[src/rtl/tpfc_pkg.sv]
// package of constants and types for the timing path frequency configuration block
package tpfc_pkg;

    // ==========================================================
    // register map
    localparam logic [7:0] ADDR_PATH_CFG = 8'h65;
    localparam logic [7:0] ADDR_BW_CFG = 8'h66;
    localparam logic [7:0] RST_PATH_CFG = 8'h00;
    localparam logic [7:0] RST_BW_CFG = 8'h00;
    localparam logic [7:0] RD_UNMAPPED = 8'h00;

    // ==========================================================
    // field positions in the path register and the bandwidth register
    localparam int BIT_PHASE_METER = 7;
    localparam int BIT_APLL_SRC = 6;
    localparam int POS_SEC_RATE_LO = 4;
    localparam int POS_SEC_RATE_HI = 5;
    localparam int POS_MAIN_RATE_LO = 0;
    localparam int POS_MAIN_RATE_HI = 2;
    localparam int POS_BW_LO = 0;
    localparam int POS_BW_HI = 1;

    // ==========================================================
    // main rate codes
    localparam logic [2:0] RATE_7776_DIG = 3'h0;
    localparam logic [2:0] RATE_7776_ANA = 3'h1;
    localparam logic [2:0] RATE_12E1 = 3'h2;
    localparam logic [2:0] RATE_16E1 = 3'h3;
    localparam logic [2:0] RATE_24DS1 = 3'h4;
    localparam logic [2:0] RATE_16DS1 = 3'h5;
    // the secondary rate field maps onto main codes 010..101
    localparam logic [2:0] SEC_RATE_OFFSET = 3'h2;

    // ==========================================================
    // apll frequencies in kHz
    localparam int KHZ_W = 19;
    localparam logic [18:0] KHZ_311040 = 19'h4bf00;
    localparam logic [18:0] KHZ_98304 = 19'h18000;
    localparam logic [18:0] KHZ_131072 = 19'h20000;
    localparam logic [18:0] KHZ_148224 = 19'h24300;
    localparam logic [18:0] KHZ_98816 = 19'h18200;
    localparam logic [18:0] KHZ_NONE = 19'h00000;

    // ==========================================================
    // phase meter
    localparam int PH_W = 16;
    localparam logic [15:0] PH_ZERO = 16'h0000;
    localparam logic [15:0] PH_MAX = 16'hffff;

    typedef enum logic [0:0]
    {
        TPFC_PM_IDLE = 1'h0,
        TPFC_PM_RUN = 1'h1
    } tpfc_pm_state_t;

endpackage : tpfc_pkg

[src/rtl/tpfc_cfg_if.sv]
// interface carrying configuration fields to the rate decoder and its answers back
`timescale 1ns/100ps
interface tpfc_cfg_if;
    logic [2:0] mainRate;
    logic [1:0] secRate;
    logic apllFromMain;
    logic [18:0] mainApllKhz;
    logic [18:0] secApllKhz;
    logic mainAnalogFb;
    logic mainRateLegal;

    modport src
    (
        output mainRate,
        output secRate,
        output apllFromMain,
        input mainApllKhz,
        input secApllKhz,
        input mainAnalogFb,
        input mainRateLegal
    );

    modport dec
    (
        input mainRate,
        input secRate,
        input apllFromMain,
        output mainApllKhz,
        output secApllKhz,
        output mainAnalogFb,
        output mainRateLegal
    );
endinterface : tpfc_cfg_if

[src/rtl/timing_path_freq_config.sv]
// timing path frequency configuration: registers, path control outputs and phase meter
`timescale 1ns/100ps

// Behaviour
// - phase meter bit disables secondary dpll
// - secondary detector measures main versus secondary input
// - bit clear keeps secondary path normal
// - bit 6 selects secondary apll feed source
// - codes 010/011 give 12E1 and 16E1 rates
// - codes 100/101 give 24DS1 and 16DS1 rates
module timing_path_freq_config
(
    input wire logic clock, // 250 MHz core clock
    input wire logic rst, // asynchronous reset, active high
    input wire logic [7:0] regAddr, // register address
    input wire logic regWrEn, // write strobe, one cycle
    input wire logic [7:0] regWrData, // write data
    input wire logic regRdEn, // read strobe, one cycle
    output logic [7:0] regRdData, // read data, valid the cycle after regRdEn
    input wire logic mainRefEdge, // edge pulse of selected main-path input
    input wire logic secRefEdge, // edge pulse of selected secondary-path input
    output logic secondaryDpllEn, // secondary dpll tracking enabled
    output logic phaseMeterActive, // secondary detector repurposed as phase meter
    output logic secondaryApllFromMain, // secondary apll fed by main dpll
    output logic [2:0] mainDpllRate, // main dpll rate code in force
    output logic mainAnalogFeedback, // main dpll uses analog feedback
    output logic [18:0] mainApllKhz, // main apll frequency in kHz
    output logic [18:0] secondaryApllKhz, // secondary apll frequency in kHz, 0 when own dpll feeds it
    output logic mainRateLegal, // main rate code is a defined one
    output logic [1:0] secondaryDpllLoopBw, // secondary dpll bandwidth code
    output logic [15:0] phaseDiff, // clocks from main edge to secondary edge, minus one; saturates at ffff
    output logic phaseDiffValid // one-cycle pulse on a new measurement
);

    // ==========================================================
    // configuration registers
    logic [7:0] pathCfg_ff;
    logic [7:0] bwCfg_ff;
    logic [7:0] rdData_ff;
    logic wrPath;
    logic wrBw;

    assign wrPath = regWrEn && (regAddr == tpfc_pkg::ADDR_PATH_CFG);
    assign wrBw = regWrEn && (regAddr == tpfc_pkg::ADDR_BW_CFG);

    // all bits are stored as written so software reads back its own value
    always_ff @(posedge clock or posedge rst)
    begin
        if (rst)
        begin
            pathCfg_ff <= tpfc_pkg::RST_PATH_CFG;
        end
        else if (wrPath)
        begin
            pathCfg_ff <= regWrData;
        end
    end

    always_ff @(posedge clock or posedge rst)
    begin
        if (rst)
        begin
            bwCfg_ff <= tpfc_pkg::RST_BW_CFG;
        end
        else if (wrBw)
        begin
            bwCfg_ff <= regWrData;
        end
    end

    // ==========================================================
    // read port
    logic [7:0] nxt_rdData;

    always_comb
    begin
        case (regAddr)
            tpfc_pkg::ADDR_PATH_CFG: nxt_rdData = pathCfg_ff;
            tpfc_pkg::ADDR_BW_CFG: nxt_rdData = bwCfg_ff;
            default: nxt_rdData = tpfc_pkg::RD_UNMAPPED;
        endcase
    end

    always_ff @(posedge clock or posedge rst)
    begin
        if (rst)
        begin
            rdData_ff <= tpfc_pkg::RD_UNMAPPED;
        end
        else if (regRdEn)
        begin
            rdData_ff <= nxt_rdData;
        end
    end

    assign regRdData = rdData_ff;

    // ==========================================================
    // rate decoding
    tpfc_cfg_if cfgBus ();

    assign cfgBus.mainRate = pathCfg_ff[tpfc_pkg::POS_MAIN_RATE_HI:tpfc_pkg::POS_MAIN_RATE_LO];
    assign cfgBus.secRate = pathCfg_ff[tpfc_pkg::POS_SEC_RATE_HI:tpfc_pkg::POS_SEC_RATE_LO];
    assign cfgBus.apllFromMain = pathCfg_ff[tpfc_pkg::BIT_APLL_SRC];

    tpfc_rate_decode uDecode
    (
        .cfg(cfgBus)
    );

    // ==========================================================
    // path control outputs, registered one cycle behind the register write
    logic secDpllEn_ff;
    logic meterOn_ff;
    logic apllFromMain_ff;
    logic [2:0] mainRate_ff;
    logic analogFb_ff;
    logic [18:0] mainKhz_ff;
    logic [18:0] secKhz_ff;
    logic legal_ff;
    logic [1:0] loopBw_ff;

    always_ff @(posedge clock or posedge rst)
    begin
        if (rst)
        begin
            secDpllEn_ff <= 1'b1;
            meterOn_ff <= 1'b0;
        end
        else
        begin
            secDpllEn_ff <= !pathCfg_ff[tpfc_pkg::BIT_PHASE_METER];
            meterOn_ff <= pathCfg_ff[tpfc_pkg::BIT_PHASE_METER];
        end
    end

    always_ff @(posedge clock or posedge rst)
    begin
        if (rst)
        begin
            apllFromMain_ff <= 1'b0;
            mainRate_ff <= tpfc_pkg::RATE_7776_DIG;
            analogFb_ff <= 1'b0;
            mainKhz_ff <= tpfc_pkg::KHZ_311040;
            secKhz_ff <= tpfc_pkg::KHZ_NONE;
            legal_ff <= 1'b1;
        end
        else
        begin
            apllFromMain_ff <= cfgBus.apllFromMain;
            mainRate_ff <= cfgBus.mainRate;
            analogFb_ff <= cfgBus.mainAnalogFb;
            mainKhz_ff <= cfgBus.mainApllKhz;
            secKhz_ff <= cfgBus.secApllKhz;
            legal_ff <= cfgBus.mainRateLegal;
        end
    end

    always_ff @(posedge clock or posedge rst)
    begin
        if (rst)
        begin
            loopBw_ff <= 2'h0;
        end
        else
        begin
            loopBw_ff <= bwCfg_ff[tpfc_pkg::POS_BW_HI:tpfc_pkg::POS_BW_LO];
        end
    end

    assign secondaryDpllEn = secDpllEn_ff;
    assign phaseMeterActive = meterOn_ff;
    assign secondaryApllFromMain = apllFromMain_ff;
    assign mainDpllRate = mainRate_ff;
    assign mainAnalogFeedback = analogFb_ff;
    assign mainApllKhz = mainKhz_ff;
    assign secondaryApllKhz = secKhz_ff;
    assign mainRateLegal = legal_ff;
    assign secondaryDpllLoopBw = loopBw_ff;

    // ==========================================================
    // phase meter: count from a main edge to the next secondary edge
    tpfc_pkg::tpfc_pm_state_t pmState_ff;
    logic [15:0] phCount_ff;
    logic [15:0] phDiff_ff;
    logic phValid_ff;

    // a secondary edge with no main edge before it is ignored; counter saturates
    always_ff @(posedge clock or posedge rst)
    begin
        if (rst)
        begin
            pmState_ff <= tpfc_pkg::TPFC_PM_IDLE;
        end
        else if (!meterOn_ff)
        begin
            pmState_ff <= tpfc_pkg::TPFC_PM_IDLE;
        end
        else
        begin
            case (pmState_ff)
                tpfc_pkg::TPFC_PM_IDLE:
                begin
                    if (mainRefEdge && !secRefEdge)
                    begin
                        pmState_ff <= tpfc_pkg::TPFC_PM_RUN;
                    end
                end
                tpfc_pkg::TPFC_PM_RUN:
                begin
                    if (secRefEdge)
                    begin
                        pmState_ff <= tpfc_pkg::TPFC_PM_IDLE;
                    end
                end
                default: pmState_ff <= tpfc_pkg::TPFC_PM_IDLE;
            endcase
        end
    end

    always_ff @(posedge clock or posedge rst)
    begin
        if (rst)
        begin
            phCount_ff <= tpfc_pkg::PH_ZERO;
        end
        else if (pmState_ff == tpfc_pkg::TPFC_PM_RUN && phCount_ff != tpfc_pkg::PH_MAX)
        begin
            phCount_ff <= phCount_ff + 16'h0001;
        end
        else if (pmState_ff == tpfc_pkg::TPFC_PM_IDLE)
        begin
            phCount_ff <= tpfc_pkg::PH_ZERO;
        end
    end

    always_ff @(posedge clock or posedge rst)
    begin
        if (rst)
        begin
            phDiff_ff <= tpfc_pkg::PH_ZERO;
            phValid_ff <= 1'b0;
        end
        else if (meterOn_ff && pmState_ff == tpfc_pkg::TPFC_PM_RUN && secRefEdge)
        begin
            phDiff_ff <= phCount_ff;
            phValid_ff <= 1'b1;
        end
        else
        begin
            phValid_ff <= 1'b0;
        end
    end

    assign phaseDiff = phDiff_ff;
    assign phaseDiffValid = phValid_ff;

endmodule : timing_path_freq_config

[src/rtl/tpfc_rate_decode.sv]
// rate decoder: main and secondary apll frequency from the rate fields
`timescale 1ns/100ps
module tpfc_rate_decode
(
    tpfc_cfg_if.dec cfg // configuration fields in, decoded rates out
);

    // ==========================================================
    // shared rate table, used for both the main field and the secondary field
    function automatic logic [18:0] tpfc_rate_khz(input logic [2:0] code);
        logic [18:0] khz;
        khz = tpfc_pkg::KHZ_NONE;
        case (code)
            tpfc_pkg::RATE_7776_DIG: khz = tpfc_pkg::KHZ_311040;
            tpfc_pkg::RATE_7776_ANA: khz = tpfc_pkg::KHZ_311040;
            tpfc_pkg::RATE_12E1: khz = tpfc_pkg::KHZ_98304;
            tpfc_pkg::RATE_16E1: khz = tpfc_pkg::KHZ_131072;
            tpfc_pkg::RATE_24DS1: khz = tpfc_pkg::KHZ_148224;
            tpfc_pkg::RATE_16DS1: khz = tpfc_pkg::KHZ_98816;
            default: khz = tpfc_pkg::KHZ_NONE;
        endcase
        return khz;
    endfunction : tpfc_rate_khz

    logic [2:0] secCode;

    assign secCode = {1'b0, cfg.secRate} + tpfc_pkg::SEC_RATE_OFFSET;
    assign cfg.mainApllKhz = tpfc_rate_khz(cfg.mainRate);
    assign cfg.mainAnalogFb = (cfg.mainRate == tpfc_pkg::RATE_7776_ANA);
    // codes 110 and 111 are left to software to avoid; flagged, not trapped
    assign cfg.mainRateLegal = (tpfc_rate_khz(cfg.mainRate) != tpfc_pkg::KHZ_NONE);
    // frequency from the secondary dpll is set elsewhere, so only the main feed is known here
    assign cfg.secApllKhz = cfg.apllFromMain ? tpfc_rate_khz(secCode) : tpfc_pkg::KHZ_NONE;

endmodule : tpfc_rate_decode

[config.mk]
export PLATFORM = sky130hd
export DESIGN_NAME = timing_path_freq_config
export DESIGN_NICKNAME = d
export VERILOG_FILES = /design/src/rtl/tpfc_pkg.sv /design/src/rtl/tpfc_cfg_if.sv /design/src/rtl/timing_path_freq_config.sv /design/src/rtl/tpfc_rate_decode.sv
export SDC_FILE = /design/constraint.sdc
export NUM_CORES = 1
export LEC_CHECK = 0
export BUFFER_PORTS_ARGS = -buffer_cell sky130_fd_sc_hd__clkbuf_2
export CAP_MARGIN = 20
export CORE_UTILIZATION = 43
export CTS_CLUSTER_DIAMETER = 50
export DETAILED_ROUTE_END_ITERATION = 16
export PLACE_DENSITY = 0.67
export SLEW_MARGIN = 25
export SYNTH_ARGS = -nofsm -noshare
export SYNTH_HDL_FRONTEND = slang
export SYNTH_SLANG_ARGS = --single-unit
[constraint.sdc]
create_clock -name clock -period 7.25 [get_ports clock]
set_clock_uncertainty 0.2 [all_clocks]
set_input_delay 1.45 -clock clock [delete_from_list [all_inputs] [get_ports clock]]
set_output_delay 1.45 -clock clock [all_outputs]
set_load 0.05 [all_outputs]
Word-level counts from Yosys, hierarchy flattened --
Cells that the tools add are included.
Operators by class: reduce and logical (&&, ||, !) cells 13, equality and inequality tests 14, add/sub/neg operators 2, bitwise operators 1, multiplexer cells 11
Operators with widths (number):
- case mux 19 bit (5 select lines) | 2
- 2-to-1 mux 16 bit | 2
- 2-to-1 mux 19 bit | 1
- nonzero test 19 bit | 1
- adder 16 x 1 -> 16 bit, second input constant | 1
- == test 8 x 7 -> 1 bit, second input constant | 2
- != test 16 bit, second input constant | 1
- case mux 8 bit (2 select lines) | 1
- == test 3 x 2 -> 1 bit, second input constant | 4
- == test 3 bit, second input constant | 4
- == test 3 x 1 -> 1 bit, second input constant | 2
- logical AND 1 bit | 6
- zero test 3 bit | 2
- 2-to-1 mux 1 bit | 4
- OR reduction 2 bit | 2
- adder 2 x 2 -> 3 bit, second input constant | 1
- zero test 1 bit | 2
- != test 2 x 1 -> 1 bit, second input constant | 1
- case mux 1 bit (2 select lines) | 1
- NOT 1 bit | 1
Word-level totals: bits in registers 106, input port bits 22

Logic depth before layout (Yosys ltp) --
depth in word-level cells 5, gate-level depth with buffers 5, depth with buffers taken out 5

Modules after synthesis --
Synthesis repeated with hierarchy kept, for this count alone.
Unflattened totals: cells, all modules 312, area, all modules 4124.0 sq um
Modules (own cells, without submodules):
- timing_path_freq_config | sequential area each 2665.1 sq um, instances 1, cells each 261, area each 3751.1 sq um
- tpfc_rate_decode | sequential area each 0.0 sq um, instances 1, cells each 51, area each 372.9 sq um

Worst setup path before layout --
OpenSTA, ideal clock, no wires.
path type in2reg, start input regAddr[7], end register bwCfg_ff[2], arrival 2.623 ns, cell stages on the path 4, required time 6.922 ns, setup slack 4.299 ns, buffers on the path 0, library setup time 0.128 ns, cells stage by stage nand4bb_1 nor3b_4 nand3_4 mux2_1
Between the ends: longest elaborated chain between the ends 2
RTL lines:
- start, declared | RTL line timing_path_freq_config.sv:15 | input wire logic [7:0] regAddr,
- == test 8 x 7 -> 1 bit | RTL line timing_path_freq_config.sv:44 | assign wrBw = regWrEn && (regAddr == tpfc_pkg::ADDR_BW_CFG);
- logical AND 1 bit | RTL line timing_path_freq_config.sv:44
- end signal, assigned | RTL line timing_path_freq_config.sv:63 | bwCfg_ff <= tpfc_pkg::RST_BW_CFG;
- end signal, assigned | RTL line timing_path_freq_config.sv:67 | bwCfg_ff <= regWrData;
- end, declared | RTL line timing_path_freq_config.sv:38 | logic [7:0] bwCfg_ff;
No other way between the ends. A chain may end at the register's enable or synchronous reset.

==> results.py <==
metrics = {
    "clocking": {
        "post_cts_buffers": 0,
        "cts_tree": "built",
        "clockRootBuffer": "clkbuf_8",
        "cts_sinks": 80,
        "hold_buffers": 0,
        "cts_buffers": 9,
        "clock_latency_ns": 0.36,
        "htreeDepth": 3,
        "clkSlewWorstSetupHoldPaths_ns": 0.09,
        "clockBufferDepth": 2,
        "cts.repair.resized": 0,
    },
    "setup_path": {
        "required_ns": 5.60,
        "r2r-end": "phCount_ff[10]",
        "path_class": "register to output pin",
        "crit_fanout": 5,
        "worstRegToRegCells": 5,
        "cp-start-kind": "register",
        "reg2reg_slack_ns": 5.19,
        "cp_num_buf_inv": 1,
        "crit_path_end_kind": "output pin",
        "critPathTopFamily": "flip-flops",
        "critPathArrivalTime_ns": 1.21,
        "setup.worst_path.start": "mainApllKhz[13]",
        "cp.depth": 1,
        "cp_slowest_cell": "dfstp_2",
        "path_cells": "clkbuf_2",
        "max_stage_delay_ns": 0.57,
        "setup.worst_path.end": "mainApllKhz[10]",
        "r2r-start": "phCount_ff[0]",
    },
    "die": {
        "dieArea_um2": 8590,
        "pin_count": 95,
        "die_y_um": 92.7,
        "die_w_um": 92.7,
        "start_util_pct": 45.1,
        "fp.coreArea_um2": 7850,
        "rows": 32,
    },
    "power_and_ir_drop": {
        "combPwrFrac_pct": 9.0,
        "powerDensity_nw_per_um2": 223,
        "ir_worst_vdd_v": 0.000109,
        "p_sw_share_pct": 27.0,
        "seq_power_share_pct": 50.5,
        "net-switching-power_w": 0.000247,
        "power_w": 0.000918,
        "internal_power_w": 0.000670,
        "pwr-share-clk_pct": 40.5,
        "leakage_nw": 2.10,
    },
    "final_layout": {
        "final_common_cell": "clkbuf_2",
        "fin_util_pct": 52.5,
        "n_fill_cell": 719,
        "drive_above_1_share_pct": 37.4,
        "layout_common_cells": "clkbuf_2, dfrtp_1, mux2_2, inv_1, conb_1",
        "instances_no_fill": 468,
        "final_nets": 389,
        "diodes": 0,
        "fin_area_um2": 4120,
        "syn_to_final_growth_pct": 16.5,
    },
    "timing": {
        "fin_crit_sh_pct": 39.4,
        "max_freq_ghz": 0.350,
        "setup_viol": 0,
        "tightest_slew_ns": 0.822,
        "max-slew-margin-rel_pct": 45.0,
        "setup-tns-final_ns": 0,
        "rsz0062_at_grt": "false",
        "layout_min_cycle_time_ns": 2.86,
        "drv_slew": 0,
        "hold_viol_final": 0,
    },
    "routing": {
        "wl_per_cell_um": 13.8,
        "via_per_inst": 4.97,
        "vias": 2325,
        "routed_wirelength_um": 6450,
        "drt_first_pass_iters": 4,
        "antenna_left": 0,
        "drc": 0,
        "drtIter0Drc": 70,
    },
    "logic_synthesis": {
        "synth_mux_area_share_pct": 10.8,
        "synth_fa_ha_area_share_pct": 2.12,
        "synth_compound_area_share_pct": 7.78,
        "yosys.area_share.xor_xnor_pct": 0.248,
        "synth_top_area_cell": "dfrtp_1",
        "synth_top_area_share_pct": 52.4,
        "yosys.area_share.simple_pct": 13.8,
        "synth.distinct_cells": 46,
        "synth_edf_count": 0,
        "synth_flop_cell": "dfrtp_1",
        "synthCells": 290,
        "synth_area_per_cell_um2": 12.2,
        "ys_top_cells_by_area": "dfrtp_1, mux2_2, buf_4",
        "syn_area_um2": 3540,
        "synth_top_family_by_area": "simple AND/OR/NAND/NOR gates",
        "synth-seq-area-share_pct": 56.8,
        "synth_seq_cells": 80,
        "ys_warn_count": 0,
        "ys_async_sr_fraction_pct": 100,
    },
    "global_route": {
        "grt_pass1_vias": 2227,
        "grt-ovfl-total": 0,
        "grt_first_pass_wirelength_um": 10800,
        "grt_use_met1_pct": 21.3,
        "grt_max_degree": 81,
        "antenna_found_initial": 0,
        "grt_use_met3_pct": 4.68,
        "track_usage_pct": 16.4,
        "met2_usage_pct": 25.8,
        "busiest_layer": "met2",
    },
    "outcome": {
        "status": "completed",
    },
    "place": {
        "gp_congestion": 0.777,
        "post-place-cells": 452,
        "portBuffers": 78,
        "placed_area_um2": 3890,
        "dp_hpwl_um": 4430,
    },
    "flow_run": {
        "drv_cap": 0,
    },
    "hold_path": {
        "hold_path_class": "register to register",
    },
}
## flip-flops by register name (all words and copies together), names as in the netlist, 2 cells and up
register,count
bwCfg_ff,8
mainApllKhz,7
regRdData,8
phaseDiff,16
secondaryApllKhz,5
mainDpllRate,3
phCount_ff,16
pathCfg_ff,8
secondaryDpllLoopBw,2
## metrics by stage
stage	hold WS [ns]	setup slack (ns)
finish	0.214	4.39
CTS	0.222	4.37
floorplan	0.152	3.56
global route	0.229	4.33
global placement	0.213	4.11
detailed placement	0.200	4.04
## how the worst min path moves through the flow
| stage | start | end | slack, ns | cells past startpoint |
|---|---|---|---|---|
| 6_report | bwCfg_ff[0] | secondaryDpllLoopBw[0] | 0.21 | 0 |
| 5_1_grt | bwCfg_ff[0] | secondaryDpllLoopBw[0] | 0.23 | 0 |
| 4_1_cts | bwCfg_ff[0] | secondaryDpllLoopBw[0] | 0.22 | 0 |
| 3_5_place_dp | bwCfg_ff[0] | secondaryDpllLoopBw[0] | 0.20 | 0 |
| 3_3_place_gp | bwCfg_ff[0] | secondaryDpllLoopBw[0] | 0.21 | 0 |
| 2_1_floorplan | pathCfg_ff[0] | mainDpllRate[0] | 0.15 | 0 |
## kinds of logic after synthesis
group | Yosys count
AO/OA/AOI/OAI | 42
flip-flops | 80
adder cells (fa/ha/maj) | 6
buffers and inverters | 51
XOR/XNOR | 1
other | 1
AND/OR/NAND/NOR | 75
multiplexers | 34
## power groups by stage
stage | registers (W) | logic (W) | clock network, W
global route | 0.000466 | 0.0000881 | 0.000402
CTS | 0.000464 | 0.0000831 | 0.000381
floorplan | 0.000488 | 0.0000566 | 0
finish | 0.000464 | 0.0000823 | 0.000372
detailed placement | 0.000473 | 0.0000829 | 0
global placement | 0.000473 | 0.0000820 | 0
## layout make-up
| type | instances | area, um^2 | area share, % |
|---|---|---|---|
| sequential | 80 | 2010 | 48.8 |
| timing repair buffer | 79 | 402 | 9.75 |
| tap | 102 | 128 | 3.10 |
| clock inverter | 7 | 101 | 2.46 |
| inverter | 17 | 65.1 | 1.58 |
| clock buffer | 9 | 124 | 3.01 |
| multi-input combinational | 174 | 1290 | 31.3 |
## synth_stat cells, types with 4 or more instances
library cell / number
dfrtp_1: 74
mux2_2: 27
or4_1: 4
nand4_1: 4
inv_1: 17
a22o_1: 8
nand2_1: 6
ha_1: 6
a31oi_1: 5
nor2_1: 12
and3_1: 4
dfstp_2: 6
clkbuf_1: 5
o21ai_0: 14
nor2b_1: 6
buf_4: 27
a21oi_1: 6
nor3_1: 7
and2_1: 4
nand3_1: 13
mux2_1: 5
## layer usage
layer / routed length, um / part of all wire (%)
met2: 3130 / 48
met4: 91 / 1.4
met3: 243 / 3.8
met1: 2990 / 46
met5: 0 / 0
(Power assumes the default switching activity.)
